<file path="src/design/gpt_pkg.sv">
// Notes on behaviour
// - Port A has four pins, each with an output latch and its own direction bit.
// - A port A input pin gets a pull-up when its pull-up bit is set.
// - Port A pins also feed analog, timer and interrupt alternate functions.
// - Any reset puts every port A pin in input mode.
// - With the internal oscillator, both oscillator pins work as port or analog pins.
// - With a crystal or resonator, both oscillator pins serve the oscillator only.
// - With external clock, pin B is the clock input; pin A stays usable.
// - Clock source comes from the nonvolatile option byte, never from a register.
// - Both oscillator-shared pins are pulled low while reset is held.
// - Port B pin has latch, direction, optional pull-up and interrupt input role.
// - Any reset puts the port B pin in input mode.
// - Reset-shared pin is input-only and acts as reset until the option byte says port.
// - As a port input, the reset-shared pin no longer causes reset.
// - Option byte is read after reset release; low pin before that keeps reset held.
// - Fourteen pins in all: thirteen bidirectional, one input-only, thirteen pull-ups; this block has six: five bidirectional, one input-only, five pull-ups.
// - Direction bit 0 turns the output buffer on, 1 turns it off.
// - Port read gives pin level in input mode and latch value in output mode.
// - Analog select bit 1 puts a port A pin in analog mode, port function off.
package gpt_pkg;

  // ==========================================================
  // Register offsets (byte addresses)
  localparam logic [7:0] OFF_PA_LATCH = 8'h00;
  localparam logic [7:0] OFF_PB_LATCH = 8'h04;
  localparam logic [7:0] OFF_PA_DIR = 8'h08;
  localparam logic [7:0] OFF_PB_DIR = 8'h0C;
  localparam logic [7:0] OFF_PA_PULLUP = 8'h10;
  localparam logic [7:0] OFF_PB_PULLUP = 8'h14;
  localparam logic [7:0] OFF_PA_ANALOG = 8'h18;
  localparam logic [7:0] OFF_STATUS = 8'h1C;

  // ==========================================================
  // Field positions
  localparam int PB_BIDIR_BIT = 2;
  localparam int PB_RSTPIN_BIT = 4;
  localparam int OSC_A_IDX = 2;
  localparam int OSC_B_IDX = 3;
  localparam int ST_MODE_LSB = 0;
  localparam int ST_RSTPORT_BIT = 4;
  localparam int ST_LOADED_BIT = 5;

  // ==========================================================
  // Reset values
  localparam logic [3:0] PA_DIR_RST = 4'hF;
  localparam logic PB_DIR_RST = 1'b1;
  localparam logic [3:0] PA_LATCH_RST = 4'h0;
  localparam logic PB_LATCH_RST = 1'b0;
  localparam logic [3:0] PA_PULLUP_RST = 4'h0;
  localparam logic PB_PULLUP_RST = 1'b0;
  localparam logic [3:0] PA_ANALOG_RST = 4'h0;

  // ==========================================================
  // Option byte clock source encoding
  localparam logic [1:0] OPT_CLK_INTERNAL = 2'h0;
  localparam logic [1:0] OPT_CLK_CRYSTAL = 2'h1;
  localparam logic [1:0] OPT_CLK_EXTERNAL = 2'h2;

  // AXI responses
  localparam logic [1:0] RESP_OKAY = 2'h0;
  localparam logic [1:0] RESP_SLVERR = 2'h2;

  // ==========================================================
  // Types
  typedef enum logic [2:0] {
    GPT_CLK_INTERNAL = 3'b001,
    GPT_CLK_CRYSTAL = 3'b010,
    GPT_CLK_EXTERNAL = 3'b100
  } gpt_clk_e;

  typedef enum logic [1:0] {
    GPT_ST_LOAD = 2'b01,
    GPT_ST_RUN = 2'b10
  } gpt_boot_e;

endpackage

</file>
<file path="src/design/gpt_pin_cell.sv">
`timescale 1ns/1ps
module gpt_pin_cell
  import gpt_pkg::*;
(
  // Control bits
  input wire logic dir,
  input wire logic latch,
  input wire logic pu_sel,
  input wire logic analog,
  input wire logic blocked,
  input wire logic alt_out,
  // Pin side
  input wire logic pin_in,
  output logic pin_out,
  output logic pin_oe,
  output logic pu_en,
  // Internal side
  output logic read_bit,
  output logic func_in,
  output logic adc_en
);

  logic usable;

  // Port function lives only when not analog and not taken by the oscillator
  assign usable = ~blocked & ~analog;
  assign pin_oe = usable & ~dir;
  assign pin_out = latch | alt_out;
  assign pu_en = usable & dir & pu_sel;
  assign read_bit = usable & (dir ? pin_in : latch);
  assign func_in = usable & pin_in;
  assign adc_en = analog & ~blocked;

endmodule

</file>
<file path="src/design/gpt_boot_ctl.sv">
`timescale 1ns/1ps
module gpt_boot_ctl
  import gpt_pkg::*;
(
  // Clock and reset
  input wire logic aclk,
  input wire logic aresetn,
  input wire logic ce,
  // Option byte straps
  input wire logic [1:0] opt_clk_sel,
  input wire logic opt_rst_is_port,
  // Reset-shared pin
  input wire logic rst_pin_in,
  // Captured configuration
  output gpt_pkg::gpt_clk_e clk_mode,
  output logic rst_is_port,
  output logic opt_loaded,
  output logic hold_reset
);

  gpt_boot_e state_q;
  gpt_clk_e clk_mode_q;
  logic rst_is_port_q;

  // Straps are taken only at the first enabled edge after release
  always_ff @(posedge aclk) begin
    if (!aresetn) begin
      state_q <= GPT_ST_LOAD;
      clk_mode_q <= GPT_CLK_INTERNAL;
      rst_is_port_q <= 1'b0;
    end else if (ce) begin
      case (state_q)
        GPT_ST_LOAD: begin
          state_q <= GPT_ST_RUN;
          rst_is_port_q <= opt_rst_is_port;
          if (opt_clk_sel == OPT_CLK_CRYSTAL) begin
            clk_mode_q <= GPT_CLK_CRYSTAL;
          end else if (opt_clk_sel == OPT_CLK_EXTERNAL) begin
            clk_mode_q <= GPT_CLK_EXTERNAL;
          end else begin
            clk_mode_q <= GPT_CLK_INTERNAL;
          end
        end
        GPT_ST_RUN: begin
          state_q <= GPT_ST_RUN;
        end
        default: begin
          state_q <= GPT_ST_LOAD;
        end
      endcase
    end
  end

  // Reset request while the pin still counts as reset input
  assign opt_loaded = (state_q == GPT_ST_RUN);
  assign hold_reset = ~rst_pin_in & ~(opt_loaded & rst_is_port_q);
  assign clk_mode = clk_mode_q;
  assign rst_is_port = rst_is_port_q;
endmodule

</file>
<file path="src/design/gpt_ports.sv">
// Decided for this implementation: the register offsets and the AXI4-Lite register port.
`timescale 1ns/1ps
module gpt_ports
  import gpt_pkg::*;
#(
  parameter int PA_W = 4
) (
  // Clock, reset, enable
  input wire logic aclk,
  input wire logic aresetn,
  input wire logic ce,
  // AXI4-Lite write address
  input wire logic awvalid,
  output logic awready,
  input wire logic [7:0] awaddr,
  input wire logic [2:0] awprot,
  // AXI4-Lite write data
  input wire logic wvalid,
  output logic wready,
  input wire logic [31:0] wdata,
  input wire logic [3:0] wstrb,
  // AXI4-Lite write response
  output logic bvalid,
  input wire logic bready,
  output logic [1:0] bresp,
  // AXI4-Lite read address
  input wire logic arvalid,
  output logic arready,
  input wire logic [7:0] araddr,
  input wire logic [2:0] arprot,
  // AXI4-Lite read data
  output logic rvalid,
  input wire logic rready,
  output logic [31:0] rdata,
  output logic [1:0] rresp,
  // Option byte straps
  input wire logic [1:0] opt_clk_sel,
  input wire logic opt_rst_is_port,
  // Port A pins (bits 2 and 3 shared with oscillator)
  input wire logic [PA_W-1:0] port_a_in,
  output logic [PA_W-1:0] port_a_out,
  output logic [PA_W-1:0] port_a_oe,
  output logic [PA_W-1:0] port_a_pullup_en,
  output logic [1:0] osc_pulldown,
  // Port B pins
  input wire logic port3_bidir_pin_in,
  output logic port3_bidir_pin_out,
  output logic port3_bidir_pin_oe,
  output logic port3_bidir_pin_pullup_en,
  input wire logic reset_shared_input_pin,
  // Alternate functions
  output logic [PA_W-1:0] adc_in_en,
  output logic [PA_W-1:0] timer_in,
  input wire logic [1:0] timer_out,
  output logic ext_irq_input_zero,
  output logic ext_irq_input_one,
  // System
  output gpt_pkg::gpt_clk_e clk_mode,
  output logic hold_reset
);
  import gpt_pkg::*;

  // ==========================================================
  // Registers
  logic [PA_W-1:0] port_a_latch_reg_q;
  logic [PA_W-1:0] port_a_direction_reg_q;
  logic [PA_W-1:0] port_a_pullup_reg_q;
  logic [PA_W-1:0] port_a_analog_select_reg_q;
  logic port_b_latch_reg_q;
  logic port_b_direction_reg_q;
  logic port_b_pullup_reg_q;

  logic aw_hold_q, w_hold_q, bvalid_q, rvalid_q;
  logic [7:0] aw_addr_q;
  logic [31:0] w_data_q;
  logic [3:0] w_strb_q;
  logic [1:0] bresp_q, rresp_q;
  logic [31:0] rdata_q;
  logic [31:0] rd_word;
  logic rd_hit, wr_hit, wr_fire, ar_fire, wr_lane0;

  logic rst_is_port, opt_loaded;
  logic [PA_W-1:0] pa_blocked, pa_read, pa_alt_out, pa_func;
  logic pb_read, pb_func;

  // ==========================================================
  // Configuration capture from the option byte
  gpt_boot_ctl u_boot (
    .aclk(aclk),
    .aresetn(aresetn),
    .ce(ce),
    .opt_clk_sel(opt_clk_sel),
    .opt_rst_is_port(opt_rst_is_port),
    .rst_pin_in(reset_shared_input_pin),
    .clk_mode(clk_mode),
    .rst_is_port(rst_is_port),
    .opt_loaded(opt_loaded),
    .hold_reset(hold_reset)
  );

  // Oscillator ownership of the shared pins
  always_comb begin
    pa_blocked = '0;
    if (clk_mode == GPT_CLK_CRYSTAL) begin
      pa_blocked[OSC_A_IDX] = 1'b1;
      pa_blocked[OSC_B_IDX] = 1'b1;
    end else if (clk_mode == GPT_CLK_EXTERNAL) begin
      pa_blocked[OSC_B_IDX] = 1'b1;
    end
  end

  // Timer outputs drive pins 0 and 1, the rest carry none
  always_comb begin
    pa_alt_out = '0;
    pa_alt_out[1:0] = timer_out;
  end

  // Shared pins are pulled low while reset is held
  assign osc_pulldown = {2{~aresetn}};

  // ==========================================================
  // Pin cells
  genvar gi;
  generate
    for (gi = 0; gi < PA_W; gi++) begin : g_pa
      gpt_pin_cell u_cell (
        .dir(port_a_direction_reg_q[gi]),
        .latch(port_a_latch_reg_q[gi]),
        .pu_sel(port_a_pullup_reg_q[gi]),
        .analog(port_a_analog_select_reg_q[gi]),
        .blocked(pa_blocked[gi]),
        .alt_out(pa_alt_out[gi]),
        .pin_in(port_a_in[gi]),
        .pin_out(port_a_out[gi]),
        .pin_oe(port_a_oe[gi]),
        .pu_en(port_a_pullup_en[gi]),
        .read_bit(pa_read[gi]),
        .func_in(pa_func[gi]),
        .adc_en(adc_in_en[gi])
      );
    end
  endgenerate

  gpt_pin_cell u_pb_cell (
    .dir(port_b_direction_reg_q),
    .latch(port_b_latch_reg_q),
    .pu_sel(port_b_pullup_reg_q),
    .analog(1'b0),
    .blocked(1'b0),
    .alt_out(1'b0),
    .pin_in(port3_bidir_pin_in),
    .pin_out(port3_bidir_pin_out),
    .pin_oe(port3_bidir_pin_oe),
    .pu_en(port3_bidir_pin_pullup_en),
    .read_bit(pb_read),
    .func_in(pb_func),
    .adc_en()
  );

  // Alternate inputs see the live level of pins that are neither analog nor oscillator-owned
  assign timer_in = pa_func;
  assign ext_irq_input_zero = pa_func[1];
  assign ext_irq_input_one = pb_func;

  // ==========================================================
  // AXI4-Lite write path
  assign awready = ce & ~aw_hold_q & ~bvalid_q;
  assign wready = ce & ~w_hold_q & ~bvalid_q;
  assign wr_fire = ce & aw_hold_q & w_hold_q & ~bvalid_q;
  assign wr_lane0 = wr_fire & w_strb_q[0];
  assign bvalid = bvalid_q;
  assign bresp = bresp_q;

  // Address and data are held until both are present
  always_ff @(posedge aclk) begin
    if (!aresetn) begin
      aw_hold_q <= 1'b0;
      w_hold_q <= 1'b0;
      aw_addr_q <= 8'h00;
      w_data_q <= 32'h0000_0000;
      w_strb_q <= 4'h0;
    end else if (ce) begin
      if (awvalid && awready) begin
        aw_hold_q <= 1'b1;
        aw_addr_q <= awaddr;
      end else if (wr_fire) begin
        aw_hold_q <= 1'b0;
      end
      if (wvalid && wready) begin
        w_hold_q <= 1'b1;
        w_data_q <= wdata;
        w_strb_q <= wstrb;
      end else if (wr_fire) begin
        w_hold_q <= 1'b0;
      end
    end
  end

  // Write decode
  always_comb begin
    if (aw_addr_q == OFF_PA_LATCH || aw_addr_q == OFF_PB_LATCH) begin
      wr_hit = 1'b1;
    end else if (aw_addr_q == OFF_PA_DIR || aw_addr_q == OFF_PB_DIR) begin
      wr_hit = 1'b1;
    end else if (aw_addr_q == OFF_PA_PULLUP || aw_addr_q == OFF_PB_PULLUP) begin
      wr_hit = 1'b1;
    end else if (aw_addr_q == OFF_PA_ANALOG || aw_addr_q == OFF_STATUS) begin
      wr_hit = 1'b1;
    end else begin
      wr_hit = 1'b0;
    end
  end

  // Write response, one cycle after both halves are held
  always_ff @(posedge aclk) begin
    if (!aresetn) begin
      bvalid_q <= 1'b0;
      bresp_q <= RESP_OKAY;
    end else if (ce) begin
      if (wr_fire) begin
        bvalid_q <= 1'b1;
        bresp_q <= wr_hit ? RESP_OKAY : RESP_SLVERR;
      end else if (bready) begin
        bvalid_q <= 1'b0;
      end
    end
  end

  // Port latches take every write with byte lane 0 strobed, whatever the direction
  always_ff @(posedge aclk) begin
    if (!aresetn) begin
      port_a_latch_reg_q <= PA_LATCH_RST;
      port_b_latch_reg_q <= PB_LATCH_RST;
    end else if (ce && wr_lane0) begin
      if (aw_addr_q == OFF_PA_LATCH) begin
        port_a_latch_reg_q <= w_data_q[PA_W-1:0];
      end else if (aw_addr_q == OFF_PB_LATCH) begin
        port_b_latch_reg_q <= w_data_q[PB_BIDIR_BIT];
      end
    end
  end

  // Direction registers, input mode out of reset
  always_ff @(posedge aclk) begin
    if (!aresetn) begin
      port_a_direction_reg_q <= PA_DIR_RST;
      port_b_direction_reg_q <= PB_DIR_RST;
    end else if (ce && wr_lane0) begin
      if (aw_addr_q == OFF_PA_DIR) begin
        port_a_direction_reg_q <= w_data_q[PA_W-1:0];
      end else if (aw_addr_q == OFF_PB_DIR) begin
        port_b_direction_reg_q <= w_data_q[PB_BIDIR_BIT];
      end
    end
  end

  // Pull-up and analog select registers
  always_ff @(posedge aclk) begin
    if (!aresetn) begin
      port_a_pullup_reg_q <= PA_PULLUP_RST;
      port_b_pullup_reg_q <= PB_PULLUP_RST;
      port_a_analog_select_reg_q <= PA_ANALOG_RST;
    end else if (ce && wr_lane0) begin
      if (aw_addr_q == OFF_PA_PULLUP) begin
        port_a_pullup_reg_q <= w_data_q[PA_W-1:0];
      end else if (aw_addr_q == OFF_PB_PULLUP) begin
        port_b_pullup_reg_q <= w_data_q[PB_BIDIR_BIT];
      end else if (aw_addr_q == OFF_PA_ANALOG) begin
        port_a_analog_select_reg_q <= w_data_q[PA_W-1:0];
      end
    end
  end

  // ==========================================================
  // AXI4-Lite read path
  assign arready = ce & ~rvalid_q;
  assign ar_fire = arvalid & arready;
  assign rvalid = rvalid_q;
  assign rdata = rdata_q;
  assign rresp = rresp_q;

  // Read decode with live pin levels
  always_comb begin
    rd_word = 32'h0000_0000;
    rd_hit = 1'b1;
    if (araddr == OFF_PA_LATCH) begin
      rd_word[PA_W-1:0] = pa_read;
    end else if (araddr == OFF_PB_LATCH) begin
      rd_word[PB_BIDIR_BIT] = pb_read;
      rd_word[PB_RSTPIN_BIT] = rst_is_port & reset_shared_input_pin;
    end else if (araddr == OFF_PA_DIR) begin
      rd_word[PA_W-1:0] = port_a_direction_reg_q;
    end else if (araddr == OFF_PB_DIR) begin
      rd_word[PB_BIDIR_BIT] = port_b_direction_reg_q;
    end else if (araddr == OFF_PA_PULLUP) begin
      rd_word[PA_W-1:0] = port_a_pullup_reg_q;
    end else if (araddr == OFF_PB_PULLUP) begin
      rd_word[PB_BIDIR_BIT] = port_b_pullup_reg_q;
    end else if (araddr == OFF_PA_ANALOG) begin
      rd_word[PA_W-1:0] = port_a_analog_select_reg_q;
    end else if (araddr == OFF_STATUS) begin
      rd_word[ST_MODE_LSB +: 3] = clk_mode;
      rd_word[ST_RSTPORT_BIT] = rst_is_port;
      rd_word[ST_LOADED_BIT] = opt_loaded;
    end else begin
      rd_hit = 1'b0;
    end
  end

  // Read data is registered, answer one cycle after the address
  always_ff @(posedge aclk) begin
    if (!aresetn) begin
      rvalid_q <= 1'b0;
      rdata_q <= 32'h0000_0000;
      rresp_q <= RESP_OKAY;
    end else if (ce) begin
      if (ar_fire) begin
        rvalid_q <= 1'b1;
        rdata_q <= rd_word;
        rresp_q <= rd_hit ? RESP_OKAY : RESP_SLVERR;
      end else if (rready) begin
        rvalid_q <= 1'b0;
      end
    end
  end
endmodule

</file>
<file path="config.mk">
export PLATFORM = sky130hd
export DESIGN_NAME = gpt_ports
export DESIGN_NICKNAME = d
export VERILOG_FILES = /design/src/design/gpt_pkg.sv /design/src/design/gpt_pin_cell.sv /design/src/design/gpt_boot_ctl.sv /design/src/design/gpt_ports.sv
export SDC_FILE = /design/constraint.sdc
export NUM_CORES = 1
export LEC_CHECK = 0
export BUFFER_PORTS_ARGS = -buffer_cell sky130_fd_sc_hd__buf_2
export CAP_MARGIN = 20
export CORE_MARGIN = 2
export CORE_UTILIZATION = 45
export CTS_CLUSTER_DIAMETER = 100
export DETAILED_ROUTE_END_ITERATION = 12
export PLACE_DENSITY = 0.81
export SLEW_MARGIN = 40
export SYNTH_ARGS = -nofsm -noshare
export SYNTH_HDL_FRONTEND = slang
export SYNTH_SLANG_ARGS = --single-unit
</file>
<file path="constraint.sdc">
create_clock -name aclk -period 1.9 [get_ports aclk]
set_input_delay 0.38 -clock aclk [delete_from_list [all_inputs] [get_ports aclk]]
set_output_delay 0.38 -clock aclk [all_outputs]
set_load 0.01 [all_outputs]
</file>
# After elaboration in Yosys (flattened, before gate mapping)
# Index checks and enable logic that the tools add are counted.
# Widths: inputs -> output; s select.
# word_totals
ff_bits	52
inputBits	77
wordCells	197
# classes
n_eq_ne	20
n_mux	65
n_bitwise	62
reduce_logical	30
# op_table
op	n
$eq 8x5->1 const B	8
$mux 3	17
$and 1x1->1	38
$mux 1	34
$eq 8x4->1 const B	4
$reduce_and 2->1	12
$mux 2	11
$not 1->1	22
$eq 8x3->1 const B	2
$logic_not 8->1	2
$mux 4	3
$reduce_and 3->1	3
$reduce_bool 2->1	4
$eq 2x1->1 const B	2
$eq 2x2->1 const B	2
$logic_or 1x1->1	4
$reduce_and 4->1	1
$eq 3x2->1 const B	1
$eq 3x3->1 const B	1
$logic_and 1x1->1	3
$or 1x1->1	2
$reduce_or 2->1	1

# Depth between registers and ports, before layout
# Gate-level depths: netlist of run 1.
# depth
word_depth	15
ltp_mapped	6
ltp_nobuf	6

# Hierarchy
# From an unflattened synthesis of run 1, not the netlist that was laid out.
# hier_totals
hier_cells	325
hier_area_um2	2812.7
# by_module_without_submodules
module	n_inst	cells_each	area_each_um2
gpt_ports	1	250	2208.4
gpt_boot_ctl	1	35	335.3
gpt_pin_cell	5	8	53.8

# Worst setup path before layout of run 1
# Ideal clock, no wire load.
# synth_timing
path_type	reg2reg
from	register aw_addr_q[5]
to	register port_a_pullup_reg_q[0]
setup_time_ns	0.128
t_arrival_ns	1.592
setup_slack_ns	0.180
stages_incl_launch_ff	6
period_less_slack_ns	1.720
path_cell_list	dfxtp_1 > or4_4 > nor4b_4 > nand4b_1 > nand3_1 > o21ai_0
# synth_via
elab_chain_len	2
# synth_lines
element	line	rtl
start: declaration	gpt_ports.sv:74	logic [7:0] aw_addr_q;
start signal: assignment	gpt_ports.sv:185	aw_addr_q <= awaddr;
$eq 8x5->1	gpt_ports.sv:264	if (aw_addr_q == OFF_PA_PULLUP) begin
$reduce_and 2->1 (no line)	n/a	
end signal: assignment	gpt_ports.sv:265	port_a_pullup_reg_q <= w_data_q[PA_W-1:0];
end: declaration	gpt_ports.sv:67	logic [PA_W-1:0] port_a_pullup_reg_q;
# Every way passes these cells.
# A chain may end at the register's enable or synchronous reset.

# Final worst setup path of run 1
# layout_timing
from	register aw_addr_q[5]
to	register port_a_latch_reg_q[2]
# layout_via
elab_chain_len	2
# layout_lines
element	line	rtl
$logic_not 8->1	gpt_ports.sv:235	if (aw_addr_q == OFF_PA_LATCH) begin
$reduce_and 2->1 (no line)	n/a	
end signal: assignment	gpt_ports.sv:236	port_a_latch_reg_q <= w_data_q[PA_W-1:0];
end: declaration	gpt_ports.sv:65	logic [PA_W-1:0] port_a_latch_reg_q;
# Every way passes these cells.

==> results of run 1 <==
-- cells in the final DEF, fill, tap and decap left out, types with 7 or more instances in the layout --
cell,netlist,final
sky130_fd_sc_hd__a21oi_1,26,26
sky130_fd_sc_hd__nand3_1,22,22
sky130_fd_sc_hd__nor2_1,24,22
sky130_fd_sc_hd__dfxtp_1,50,47
sky130_fd_sc_hd__inv_1,7,7
sky130_fd_sc_hd__conb_1,1,28
sky130_fd_sc_hd__buf_2,0,83
sky130_fd_sc_hd__nand2_1,55,54
sky130_fd_sc_hd__buf_4,50,8
sky130_fd_sc_hd__mux2i_1,15,15
sky130_fd_sc_hd__o21ai_0,14,9
-- cell families (layout without fill, tap and decap cells) --
group | after synthesis | count (layout)
buffers and inverters | 69 | 109
xor gates and xnor gates | 1 | 1
muxes | 17 | 17
and+or+nand+nor | 143 | 143
AOI/OAI and AO/OA | 56 | 56
DFF | 50 | 50
other | 1 | 28
adders and majority gates | 4 | 4
-- worst paths after layout --
| kind | start | slack (ps) | depth (start not counted) | end |
|---|---|---|---|---|
| worst min-delay path | awaddr[0] | 310 | 3 | aw_addr_q[0] |
| worst max-delay path | aw_addr_q[5] | 70 | 5 | port_a_latch_reg_q[2] |
| worst max register to register | aw_addr_q[5] | 70 | 5 | port_a_latch_reg_q[2] |
| worst min register to register | rdata[4] | 450 | 2 | rdata[4] |
-- power breakdown --
part | internal [mW] | switching (mW) | total (mW)
combinational | 0.124 | 0.176 | 0.299
clock | 0.294 | 0.332 | 0.626
sequential | 1.08 | 0.0322 | 1.11
-- worst reg2reg max path: cells and delay by family, from the launching register on --
| family | cells | cell delay [ps] |
|---|---|---|
| simple gates | 4 | 1300 |
| flops | 1 | 330 |
| compound gates | 1 | 80 |
-- layout make-up --
cell class | count | area, um2 | share of cell area [%]
Clock inverter | 1 | 5.00 | 0.161
Timing Repair Buffer | 93 | 498 | 16.0
Inverter | 8 | 30.0 | 0.967
Clock buffer | 7 | 86.3 | 2.78
Tap cell | 75 | 93.8 | 3.02
Sequential cell | 50 | 1000 | 32.4
Multi-Input combinational cell | 249 | 1390 | 44.7
-- registers in the layout (all words and copies together), names as in the netlist, 2 cells and up --
register and cells:
port_a_pullup_reg_q 4, port_a_latch_reg_q 4, w_data_q 4, u_boot.clk_mode 3, rdata 6, u_boot.state_q 2
aw_addr_q 8, port_a_direction_reg_q 4, port_a_analog_select_reg_q 4
-- per-stage QoR --
stage / total power [mW] / std cells / utilization (%) / setup slack, ps
finish: 2.04 / 483 / 52.8 / 69.7
global route: 2.13 / 483 / 52.8 / -66.1
CTS: 2.05 / 483 / 52.4 / 42.2
detailed placement: 1.43 / 475 / 50.7 / -53.8
global placement: 1.42 / 475 / 50.7 / -10.4
floorplan: 1.37 / 368 / - / 180
-- what timing repair did --
| item | CTS | global route |
|---|---|---|
| pin swaps | 0 | 2 |
| endpoints found under the hold margin | 0 | 0 |
| setup endpoints to repair | 3 | 14 |
| gates resized for setup | 3 | 12 |
-- metal layers --
layer | vias up | GRT usage, % | wire length (um)
li1 | 1226 | - | -
met1 | 1105 | 22.5 | 2710
met3 | 9 | 2.86 | 375
met5 | - | 0 | 0
met2 | 86 | 29.4 | 2840
met4 | 0 | 7.83 | 105
==> results.ini, run 1 <==
[layout]
finish.instance_area_um2=3110
flow.area_growth_from_synthesis_pct=14.4
fill_cells=566
finalNetCount=488
layout-drive-gt1-share_pct=28.9
total_inserted_antenna_cells=0

[clock_tree]
max-clock-path-buffers=2
tritoncts_clock_tree=done
cts.repair_timing.setup_buffer_count=0
htree_levels=2
tritoncts.num_buffers=5
clock_sink_count=50
worstSkewPairLatency_ps=300
clock_tree.root_cell=sky130_fd_sc_hd__clkbuf_8
holdBufCountCts=0
path_clk_slew_ps=90

[sta]
clock.fmax_ghz=0.546
hold-worst-slack_ps=306
tns_ps=0
grt_setup_unrepaired=true
setup_viol=0
finalMaxSlewViolations=0
min_period_ps=1830
finClkSkew_ps=5.27
total_count_of_hold_check_failures_in_the_final_report=0
final_min_period_over_clock_period_pct=96.3

[routing]
via_per_inst=5.02
avgRoutedWirePerCell_um=12.5
vias=2426
drt-initial-drc-count=136
firstDrtPassIters=4
wirelength_um=6030
route.antenna.remaining_nets=0
drc_violation_count_after_routing=0

[yosys]
post_synth_and_or_nand_nor_area_fraction_pct=25.8
netlist_top_cells_area=sky130_fd_sc_hd__dfxtp_1 (37%), sky130_fd_sc_hd__buf_4 (14%), sky130_fd_sc_hd__nand2_1 (7.6%)
synthDistinctLibCells=39
syn-cell-area_um2=2710
prevailing_post_synth_register_cell=sky130_fd_sc_hd__dfxtp_1
share_of_the_synthesized_area_in_compound_gates_ao_oa_aoi_oai_pct=12.2
yosys-mux-area-fraction_pct=6.36
synth-adder-area-share_pct=1.84
yosys.area_share.xor_xnor_pct=0.323
dominant_combinational_cell_family_by_area_after_synthesis=simple AND/OR/NAND/NOR gates
yosysWarnings=0
synth-async-reset-ratio_pct=0
yosysTopAreaCell=sky130_fd_sc_hd__dfxtp_1
post-synth-top-count-cell=sky130_fd_sc_hd__nand2_1
synth_top_cell_area_share_pct=36.9
synth_cells=341
synth-seq-cells=50
syn-mean-instance-area_um2=7.96
synth_edf_count=0
synth_cell_count_leaders=sky130_fd_sc_hd__nand2_1 (55), sky130_fd_sc_hd__buf_4 (50), sky130_fd_sc_hd__dfxtp_1 (50)
ys_seq_area_share_pct=36.9

[worst_setup_path]
cp_slowest_stage_delay_ps=550
worst-endpoint-required_ps=2080
cp_top_family=simple AND/OR/NAND/NOR gates
worstPathMaxFanout=8
critPathBufInv=0
class_of_the_most_critical_setup_path=reg -> reg
series_of_cell_instances_along_the_critical_path=or4_4, nor4b_4, nand2_1, nand3_1, o21ai_0
crit_path_end_kind=flop
critPathLaunchType=flop
cp_slowest_cell=sky130_fd_sc_hd__or4_4
worst_path_arrival_ps=2010

[power]
power-per-cell-area_nw_per_um2=656
p_leak_nw=1.48
vdd_ir_drop_max_v=0.000344

[global_route]
grtUsageTotal_pct=17.7
sum_of_overflow_across_all_layers_after_global_routing=0
antenna_found_initial=0
grt_pass1_wl_um=9090
vias_in_the_first_global_route=1948
grt_max_degree=31

[floorplanning]
floorplan.rows=28
die_height_um=81.7
io_pins=149
core_region_area_um2=5890
chipWidth_um=81.7
initial_utilization_pct=46.1
dieArea_um2=6670

[job]
timing.max_cap.violations=0

[placed_design]
numPortBuffers=83
gp_congestion=0.826
place_hpwl_um=4650
dpl_cell_area_um2=2980

[outcome]
result_of_the_run=complete, no violations

[hold_path]
worst_hold_path_type=in -> reg

No activity file was read; power rests on OpenSTA's default activity.
==> inputs of run 2 (changes only) <==
--- a/config.mk
+++ b/config.mk
@@ -5,10 +5,11 @@
 export SDC_FILE = /design/constraint.sdc
 export NUM_CORES = 1
 export LEC_CHECK = 0
+export ABC_AREA = 1
 export BUFFER_PORTS_ARGS = -buffer_cell sky130_fd_sc_hd__buf_2
 export CAP_MARGIN = 20
 export CORE_MARGIN = 2
-export CORE_UTILIZATION = 45
+export CORE_UTILIZATION = 46
 export CTS_CLUSTER_DIAMETER = 100
 export DETAILED_ROUTE_END_ITERATION = 12
 export PLACE_DENSITY = 0.81
==> run 2 against run 1 <==
Sequential cell count stayed put. Final cell count is 12% higher. Critical path depth is 3 higher. Core utilization is 1.6 points higher. Non-clock buffer count is 7 lower. Highest routed layer unchanged.
==> results.ini, run 2 <==
[outcome]
result_of_the_run=complete, no violations

[clock_tree]
path_clk_slew_ps=90  ; about the same
clock_sink_count=50  ; unchanged
cts.repair_timing.setup_buffer_count=0  ; unchanged
worstSkewPairLatency_ps=300  ; about the same
max-clock-path-buffers=2  ; unchanged
htree_levels=2  ; unchanged
tritoncts_clock_tree=done
clock_tree.root_cell=sky130_fd_sc_hd__clkbuf_8
tritoncts.num_buffers=5  ; unchanged

[global_route]
sum_of_overflow_across_all_layers_after_global_routing=0  ; unchanged
grt_pass1_wl_um=10500  ; +16%
vias_in_the_first_global_route=2388  ; +23%
grt_max_degree=38  ; +23%
grtUsageTotal_pct=18.3  ; +0.64 points
antenna_found_initial=0  ; unchanged

[floorplanning]
die_height_um=83.1  ; +1.7%
core_region_area_um2=5990  ; +1.8%
initial_utilization_pct=48.0  ; +1.9 points
dieArea_um2=6900  ; +3.5%
io_pins=149  ; unchanged
chipWidth_um=83.1  ; +1.7%
floorplan.rows=28  ; unchanged

[yosys]
syn-mean-instance-area_um2=7.13  ; -10%
netlist_top_cells_area=sky130_fd_sc_hd__dfxtp_1 (35%), sky130_fd_sc_hd__buf_4 (13%), sky130_fd_sc_hd__nand2_1 (8.0%)
synth-seq-cells=50  ; unchanged
synth-async-reset-ratio_pct=0  ; unchanged
post-synth-top-count-cell=sky130_fd_sc_hd__nand2_1
ys_seq_area_share_pct=34.8  ; -2.1 points
yosysTopAreaCell=sky130_fd_sc_hd__dfxtp_1
synth_cell_count_leaders=sky130_fd_sc_hd__nand2_1 (61), sky130_fd_sc_hd__inv_1 (57), sky130_fd_sc_hd__nor2_1 (51)
yosysWarnings=0  ; unchanged
synth_cells=403  ; +18%
synth_top_cell_area_share_pct=34.8  ; -2.1 points
synthDistinctLibCells=35  ; -10%
syn-cell-area_um2=2880  ; +5.9%
synth_edf_count=0  ; unchanged
prevailing_post_synth_register_cell=sky130_fd_sc_hd__dfxtp_1

[routing]
wirelength_um=6430  ; +6.6%
avgRoutedWirePerCell_um=11.9  ; -5.0%
via_per_inst=4.80  ; -4.5%
vias=2601  ; +7.2%
drc_violation_count_after_routing=0  ; unchanged
drt-initial-drc-count=164  ; +21%
route.antenna.remaining_nets=0  ; unchanged
firstDrtPassIters=4  ; unchanged

[worst_setup_path]
cp_top_family=simple AND/OR/NAND/NOR gates
worstPathMaxFanout=4  ; -4
critPathLaunchType=flop
cpMostUsedCell=sky130_fd_sc_hd__nand2_2
critPathBufInv=2  ; +2
class_of_the_most_critical_setup_path=reg -> out
reg2reg_setup_slack_ps=340  ; +270 ps
series_of_cell_instances_along_the_critical_path=inv_1, nor2_1, nand2_2, nand2_2, nor2_4, nand2_1, nor2_2, buf_2
crit_path_end_kind=output pin
cp_slowest_cell=sky130_fd_sc_hd__dfxtp_1
worst_path_arrival_ps=1380  ; -630 ps
worst-endpoint-required_ps=1520  ; -560 ps
cp_slowest_stage_delay_ps=320  ; -230 ps

[placed_design]
numPortBuffers=83  ; unchanged
post-place-ws_ps=217  ; +271 ps
place_hpwl_um=5010  ; +7.8%
gp_congestion=0.871  ; +5.4%

[sta]
setup_viol=0  ; unchanged
clock.fmax_ghz=0.569  ; +4.2%
finClkSkew_ps=7.13  ; +1.86 ps
tns_ps=0  ; unchanged
total_count_of_hold_check_failures_in_the_final_report=0  ; unchanged
grt_setup_unrepaired=false
min_period_ps=1760  ; -73.8 ps
finalMaxSlewViolations=0  ; unchanged
final_min_period_over_clock_period_pct=92.4  ; -3.9 points
final_worst_path_setup_slack_ps=144  ; +73.8 ps

[layout]
layout.cells.most_common=sky130_fd_sc_hd__buf_2
fill_cells=599  ; +5.8%
total_inserted_antenna_cells=0  ; unchanged
flow.area_growth_from_synthesis_pct=13.3
top_register=aw_addr_q
finalNetCount=547  ; +12%
commonest_non_fill_non_tap_cells_in_the_layout=sky130_fd_sc_hd__buf_2 (83), sky130_fd_sc_hd__nand2_1 (59), sky130_fd_sc_hd__inv_1 (57), sky130_fd_sc_hd__nor2_1 (49), sky130_fd_sc_hd__dfxtp_1 (49)
layout-drive-gt1-share_pct=25.1  ; -3.9 points
largest_register_ffs=8  ; unchanged

[hold_path]
worst_hold_path_type=in -> reg

[power]
vdd_ir_drop_max_v=0.000451  ; +31%
power-per-cell-area_nw_per_um2=721  ; +10%
p_leak_nw=1.74  ; +18%

[job]
timing.max_cap.violations=0  ; unchanged

-- run 2: cell count changes after synthesis, moves of 7 or more --
| cell | previous run | this run |
|---|---|---|
| sky130_fd_sc_hd__mux2i_1 | 15 | 0 |
| sky130_fd_sc_hd__o21ai_0 | 14 | 31 |
| sky130_fd_sc_hd__nand3_1 | 22 | 11 |
| sky130_fd_sc_hd__inv_1 | 7 | 57 |
| sky130_fd_sc_hd__a21oi_1 | 26 | 33 |
| sky130_fd_sc_hd__nor2_1 | 24 | 51 |
-- run 2: cell families after synthesis --
group | after synthesis | share of synthesized area [%]
AND/OR/NAND/NOR | 142 | 22.9
buffers and inverters | 117 | 22.0
AO/OA/AOI/OAI | 88 | 18.0
flip-flops | 50 | 34.8
adder cells (fa/ha/maj) | 4 | 1.74
multiplexers | 1 | 0.392
other | 1 | 0.130
-- run 2: what timing repair did --
item                                    CTS  global route
hold buffers                              0             0
hold endpoints to repair                  0             0
resized for setup                         1             5
endpoints found under the setup margin    2             3
cloned                                    0             0
-- run 2: cell type report --
cell class              count  area, um2  share of cell area [%]
multi-input cells         263       1360                    41.7
flip-flops and latches     50       1000                    30.8
repair buffers             86        438                    13.4
inverters                  60        228                    6.99
well taps                  75       93.8                    2.88
clock buffers               5       68.8                    2.11
clock inverters             3       68.8                    2.11
-- run 2: report_power, final --
part	internal, mW	switching (mW)	leakage [nW]
registers	1.09	0.0295	0.409
logic	0.118	0.217	1.27
clock network	0.527	0.364	0.0683
-- run 2: final timing paths --
kind | cells past startpoint | startpoint | end
setup / recovery | 8 | u_boot.clk_mode[1] | port_a_pullup_en[3]
hold / removal | 3 | awaddr[6] | aw_addr_q[6]
setup reg to reg | 6 | aw_addr_q[0] | port_a_direction_reg_q[2]
hold reg to reg | 2 | port_a_latch_reg_q[1] | port_a_latch_reg_q[1]
-- run 2: worst register-to-register path, cell delays in order (launching register included) --
cell	delay, ps
sky130_fd_sc_hd__dfxtp_1	320
sky130_fd_sc_hd__nor2_1	210
sky130_fd_sc_hd__nand3_1	250
sky130_fd_sc_hd__nor2_1	230
sky130_fd_sc_hd__nand2_1	230
sky130_fd_sc_hd__nand2_1	120
sky130_fd_sc_hd__o211ai_1	90
-- run 2: through the flow --
| stage | instances | hold WS, ps | area [um2] | power, mW | utilization, % |
|---|---|---|---|---|---|
| 2_1_floorplan | 430 | 432 | 2980 | 1.41 | - |
| 3_3_place_gp | 534 | 455 | 3100 | 1.47 | 51.8 |
| 3_5_place_dp | 534 | 453 | 3100 | 1.48 | 51.8 |
| 4_1_cts | 542 | 315 | 3240 | 2.36 | 54.2 |
| 5_1_grt | 542 | 331 | 3260 | 2.46 | 54.4 |
| 6_report | 542 | 322 | 3260 | 2.35 | 54.4 |
-- run 2: routing by layer --
metal / vias to the layer above / track usage [%] / part of all wire [%]
met2: 120 / 31.7 / 47
met5: - / 0 / 0
met4: 0 / 6.86 / 1.6
met3: 8 / 3.98 / 7.2
li1: 1342 / - / -
met1: 1131 / 22.1 / 44
==> inputs of run 3 (changes only) <==
--- a/config.mk
+++ b/config.mk
@@ -9,10 +9,9 @@
 export BUFFER_PORTS_ARGS = -buffer_cell sky130_fd_sc_hd__buf_2
 export CAP_MARGIN = 20
 export CORE_MARGIN = 2
-export CORE_UTILIZATION = 46
+export CORE_UTILIZATION = 30
 export CTS_CLUSTER_DIAMETER = 100
 export DETAILED_ROUTE_END_ITERATION = 12
-export PLACE_DENSITY = 0.81
 export SLEW_MARGIN = 40
 export SYNTH_ARGS = -nofsm -noshare
 export SYNTH_HDL_FRONTEND = slang
==> constraint.sdc (replaced) <==
create_clock -name aclk -period 1.9 [get_ports aclk]
set_input_delay 0.475 -clock aclk [delete_from_list [all_inputs] [get_ports aclk]]
set_output_delay 0.475 -clock aclk [all_outputs]
set_load 0.01 [all_outputs]
==> run 3 against run 2 <==
Combinational power grew 5%. First-iteration DRC count fell by 12%. Via count decreased by 1.2%. Sequential power about the same. Cell area increased by 3.0%. Maximum frequency shrank 4.0%. Setup slack lost 73 ps. Clock skew barely moved. Wire length rose by 8.5%. Sequential cell count unchanged. Non-clock buffer count up 7. Critical path type unchanged.
==> results.ini, run 3 (synthesis gave the netlist of run 2 again) <==
[sta]
grt_setup_unrepaired=true
total_count_of_hold_check_failures_in_the_final_report=0  ; unchanged
final_min_period_over_clock_period_pct=96.3  ; +3.9 points
hold-worst-slack_ps=422  ; +99.2 ps
tns_ps=0  ; unchanged
finalMaxSlewViolations=0  ; unchanged
final_worst_path_setup_slack_ps=70.2  ; -73.3 ps
min_period_ps=1830  ; +73.3 ps
clock.fmax_ghz=0.547  ; -4.0%
setup_viol=0  ; unchanged
finClkSkew_ps=7.10  ; -0.0225 ps

[worst_setup_path]
critPathLaunchType=flop
class_of_the_most_critical_setup_path=reg -> out
startpoint_of_the_worst_register_to_register_path=aw_addr_q[0]
worst-endpoint-required_ps=1420  ; -100 ps
cpMostUsedCell=sky130_fd_sc_hd__nand2_2
crit_path_end_kind=output pin
worst_path_arrival_ps=1350  ; -30 ps
cp_top_family=simple AND/OR/NAND/NOR gates
series_of_cell_instances_along_the_critical_path=inv_2, nor2_2, nand2_2, nand2_2, nor2_4, nand2_1, nor2_1, buf_2
timing.reg2reg.worst_path_depth=6  ; unchanged
cp_slowest_cell=sky130_fd_sc_hd__dfxtp_2
r2r_end=port_a_direction_reg_q[3]
worstPathMaxFanout=4  ; unchanged
reg2reg_setup_slack_ps=390  ; +50 ps
cp_slowest_stage_delay_ps=330  ; about the same
critPathBufInv=2  ; unchanged

[power]
p_leak_nw=1.76  ; +0.71%
vdd_ir_drop_max_v=0.000305  ; -32%
power-per-cell-area_nw_per_um2=666  ; -7.7%

[routing]
vias=2571  ; -1.2%
firstDrtPassIters=4  ; unchanged
drt-initial-drc-count=145  ; -12%
drc_violation_count_after_routing=0  ; unchanged
route.antenna.remaining_nets=0  ; unchanged
wirelength_um=6980  ; +8.5%
via_per_inst=4.26  ; -11%
avgRoutedWirePerCell_um=11.6  ; -2.5%

[floorplanning]
io_pins=149  ; unchanged
dieArea_um2=10400  ; +51%
chipWidth_um=102  ; +23%
core_region_area_um2=9280  ; +55%
initial_utilization_pct=31.0  ; -17 points
die_height_um=102  ; +23%
floorplan.rows=35  ; +25%

[clock_tree]
tritoncts_clock_tree=done
max-clock-path-buffers=2  ; unchanged
holdBufCountCts=0  ; unchanged
htree_levels=2  ; unchanged
path_clk_slew_ps=90  ; about the same
tritoncts.num_buffers=5  ; unchanged
clock_tree.root_cell=sky130_fd_sc_hd__clkbuf_8
worstSkewPairLatency_ps=300  ; about the same
clock_sink_count=50  ; unchanged

[placed_design]
numPortBuffers=83  ; unchanged
post-place-ws_ps=242  ; +24.7 ps
place_hpwl_um=5520  ; +10%
dpl_cell_area_um2=3190  ; +2.9%
gp_congestion=0.865  ; -0.64%

[global_route]
grt_max_degree=38  ; unchanged
vias_in_the_first_global_route=2323  ; -2.7%
antenna_found_initial=0  ; unchanged
sum_of_overflow_across_all_layers_after_global_routing=0  ; unchanged
grtUsageTotal_pct=13.4  ; -5.0 points
grt_pass1_wl_um=10900  ; +3.7%

[layout]
largest_register_ffs=8  ; unchanged
commonest_non_fill_non_tap_cells_in_the_layout=sky130_fd_sc_hd__buf_2 (83), sky130_fd_sc_hd__nand2_1 (59), sky130_fd_sc_hd__inv_1 (55), sky130_fd_sc_hd__nor2_1 (49), sky130_fd_sc_hd__dfxtp_1 (48)
layout.cells.most_common=sky130_fd_sc_hd__buf_2
finalNetCount=554  ; +1.3%
top_register=aw_addr_q
finish.instance_area_um2=3360  ; +3.0%
utilization_pct=36.1  ; -18 points
total_inserted_antenna_cells=0  ; unchanged
flow.area_growth_from_synthesis_pct=16.7
layout-drive-gt1-share_pct=26.8  ; +1.7 points

[hold_path]
worst_hold_path_depth=3  ; unchanged
worst_hold_path_type=in -> reg
hp_start=awaddr[5]
worst_hold_path.endpoint=aw_addr_q[5]

[outcome]
result_of_the_run=complete, no violations

[job]
timing.max_cap.violations=0  ; unchanged

## run 3: cell types whose count changed in the layout (fill, tap and decap cells not counted), sizes merged
| cell | change |
|---|---|
| buf | +7 |
| clkinvlp | +2 |
| bufinv | -1 |
| clkinv | -1 |
## run 3: what timing repair did
item                                    CTS  global route
endpoints found under the setup margin    3             3
setup buffers                             0             4
gates resized for setup                   3             6
pin swaps                                 0             2
## run 3: layout make-up
class	instances	area [um2]
inverter	60	228
sequential	50	1000
tap	129	161
timing repair buffer	93	490
clock buffer	5	68.8
clock inverter	3	45.0
multi-input combinational	263	1360
fill	1013	5930
## run 3: power breakdown
part / switching [mW] / internal, mW / leakage [nW]
Sequential: 0.0297 / 1.09 / 0.409
Clock: 0.366 / 0.392 / 0.0504
Combinational: 0.224 / 0.128 / 1.30
Total: 0.620 / 1.61 / 1.76
## run 3: tightest hold or removal path, stage by stage
cell and delay [ps]:
sky130_fd_sc_hd__buf_2 70, sky130_fd_sc_hd__o21ai_0 70, sky130_fd_sc_hd__nor2_1 80
## run 3: worst max-delay path by stage
stage | from | end | slack [ps] | cells past startpoint
5_1_grt | u_boot.clk_mode[1] | port_a_pullup_en[3] | -20 | 8
4_1_cts | u_boot.clk_mode[0] | port_a_pullup_en[3] | 10 | 7
3_3_place_gp | araddr[1] | rdata[2] | 250 | 10
3_5_place_dp | ce | port_a_latch_reg_q[0] | 240 | 8
6_report | u_boot.clk_mode[1] | port_a_pullup_en[3] | 70 | 8
2_1_floorplan | aresetn | osc_pulldown[1] | 260 | 3
## run 3: through the flow
stage                     cells  total power, mW
after floorplan             430             1.41
after global placement      591             1.48
after detailed placement    591             1.49
after CTS                   599             2.25
after global routing        603             2.37
final                       603             2.23
## run 3: routing by layer
layer / wire [um] / track usage (%)
met4: 123 / 5.13
met5: 0 / 0
met3: 432 / 2.87
met2: 3260 / 22.0
met1: 3160 / 17.2
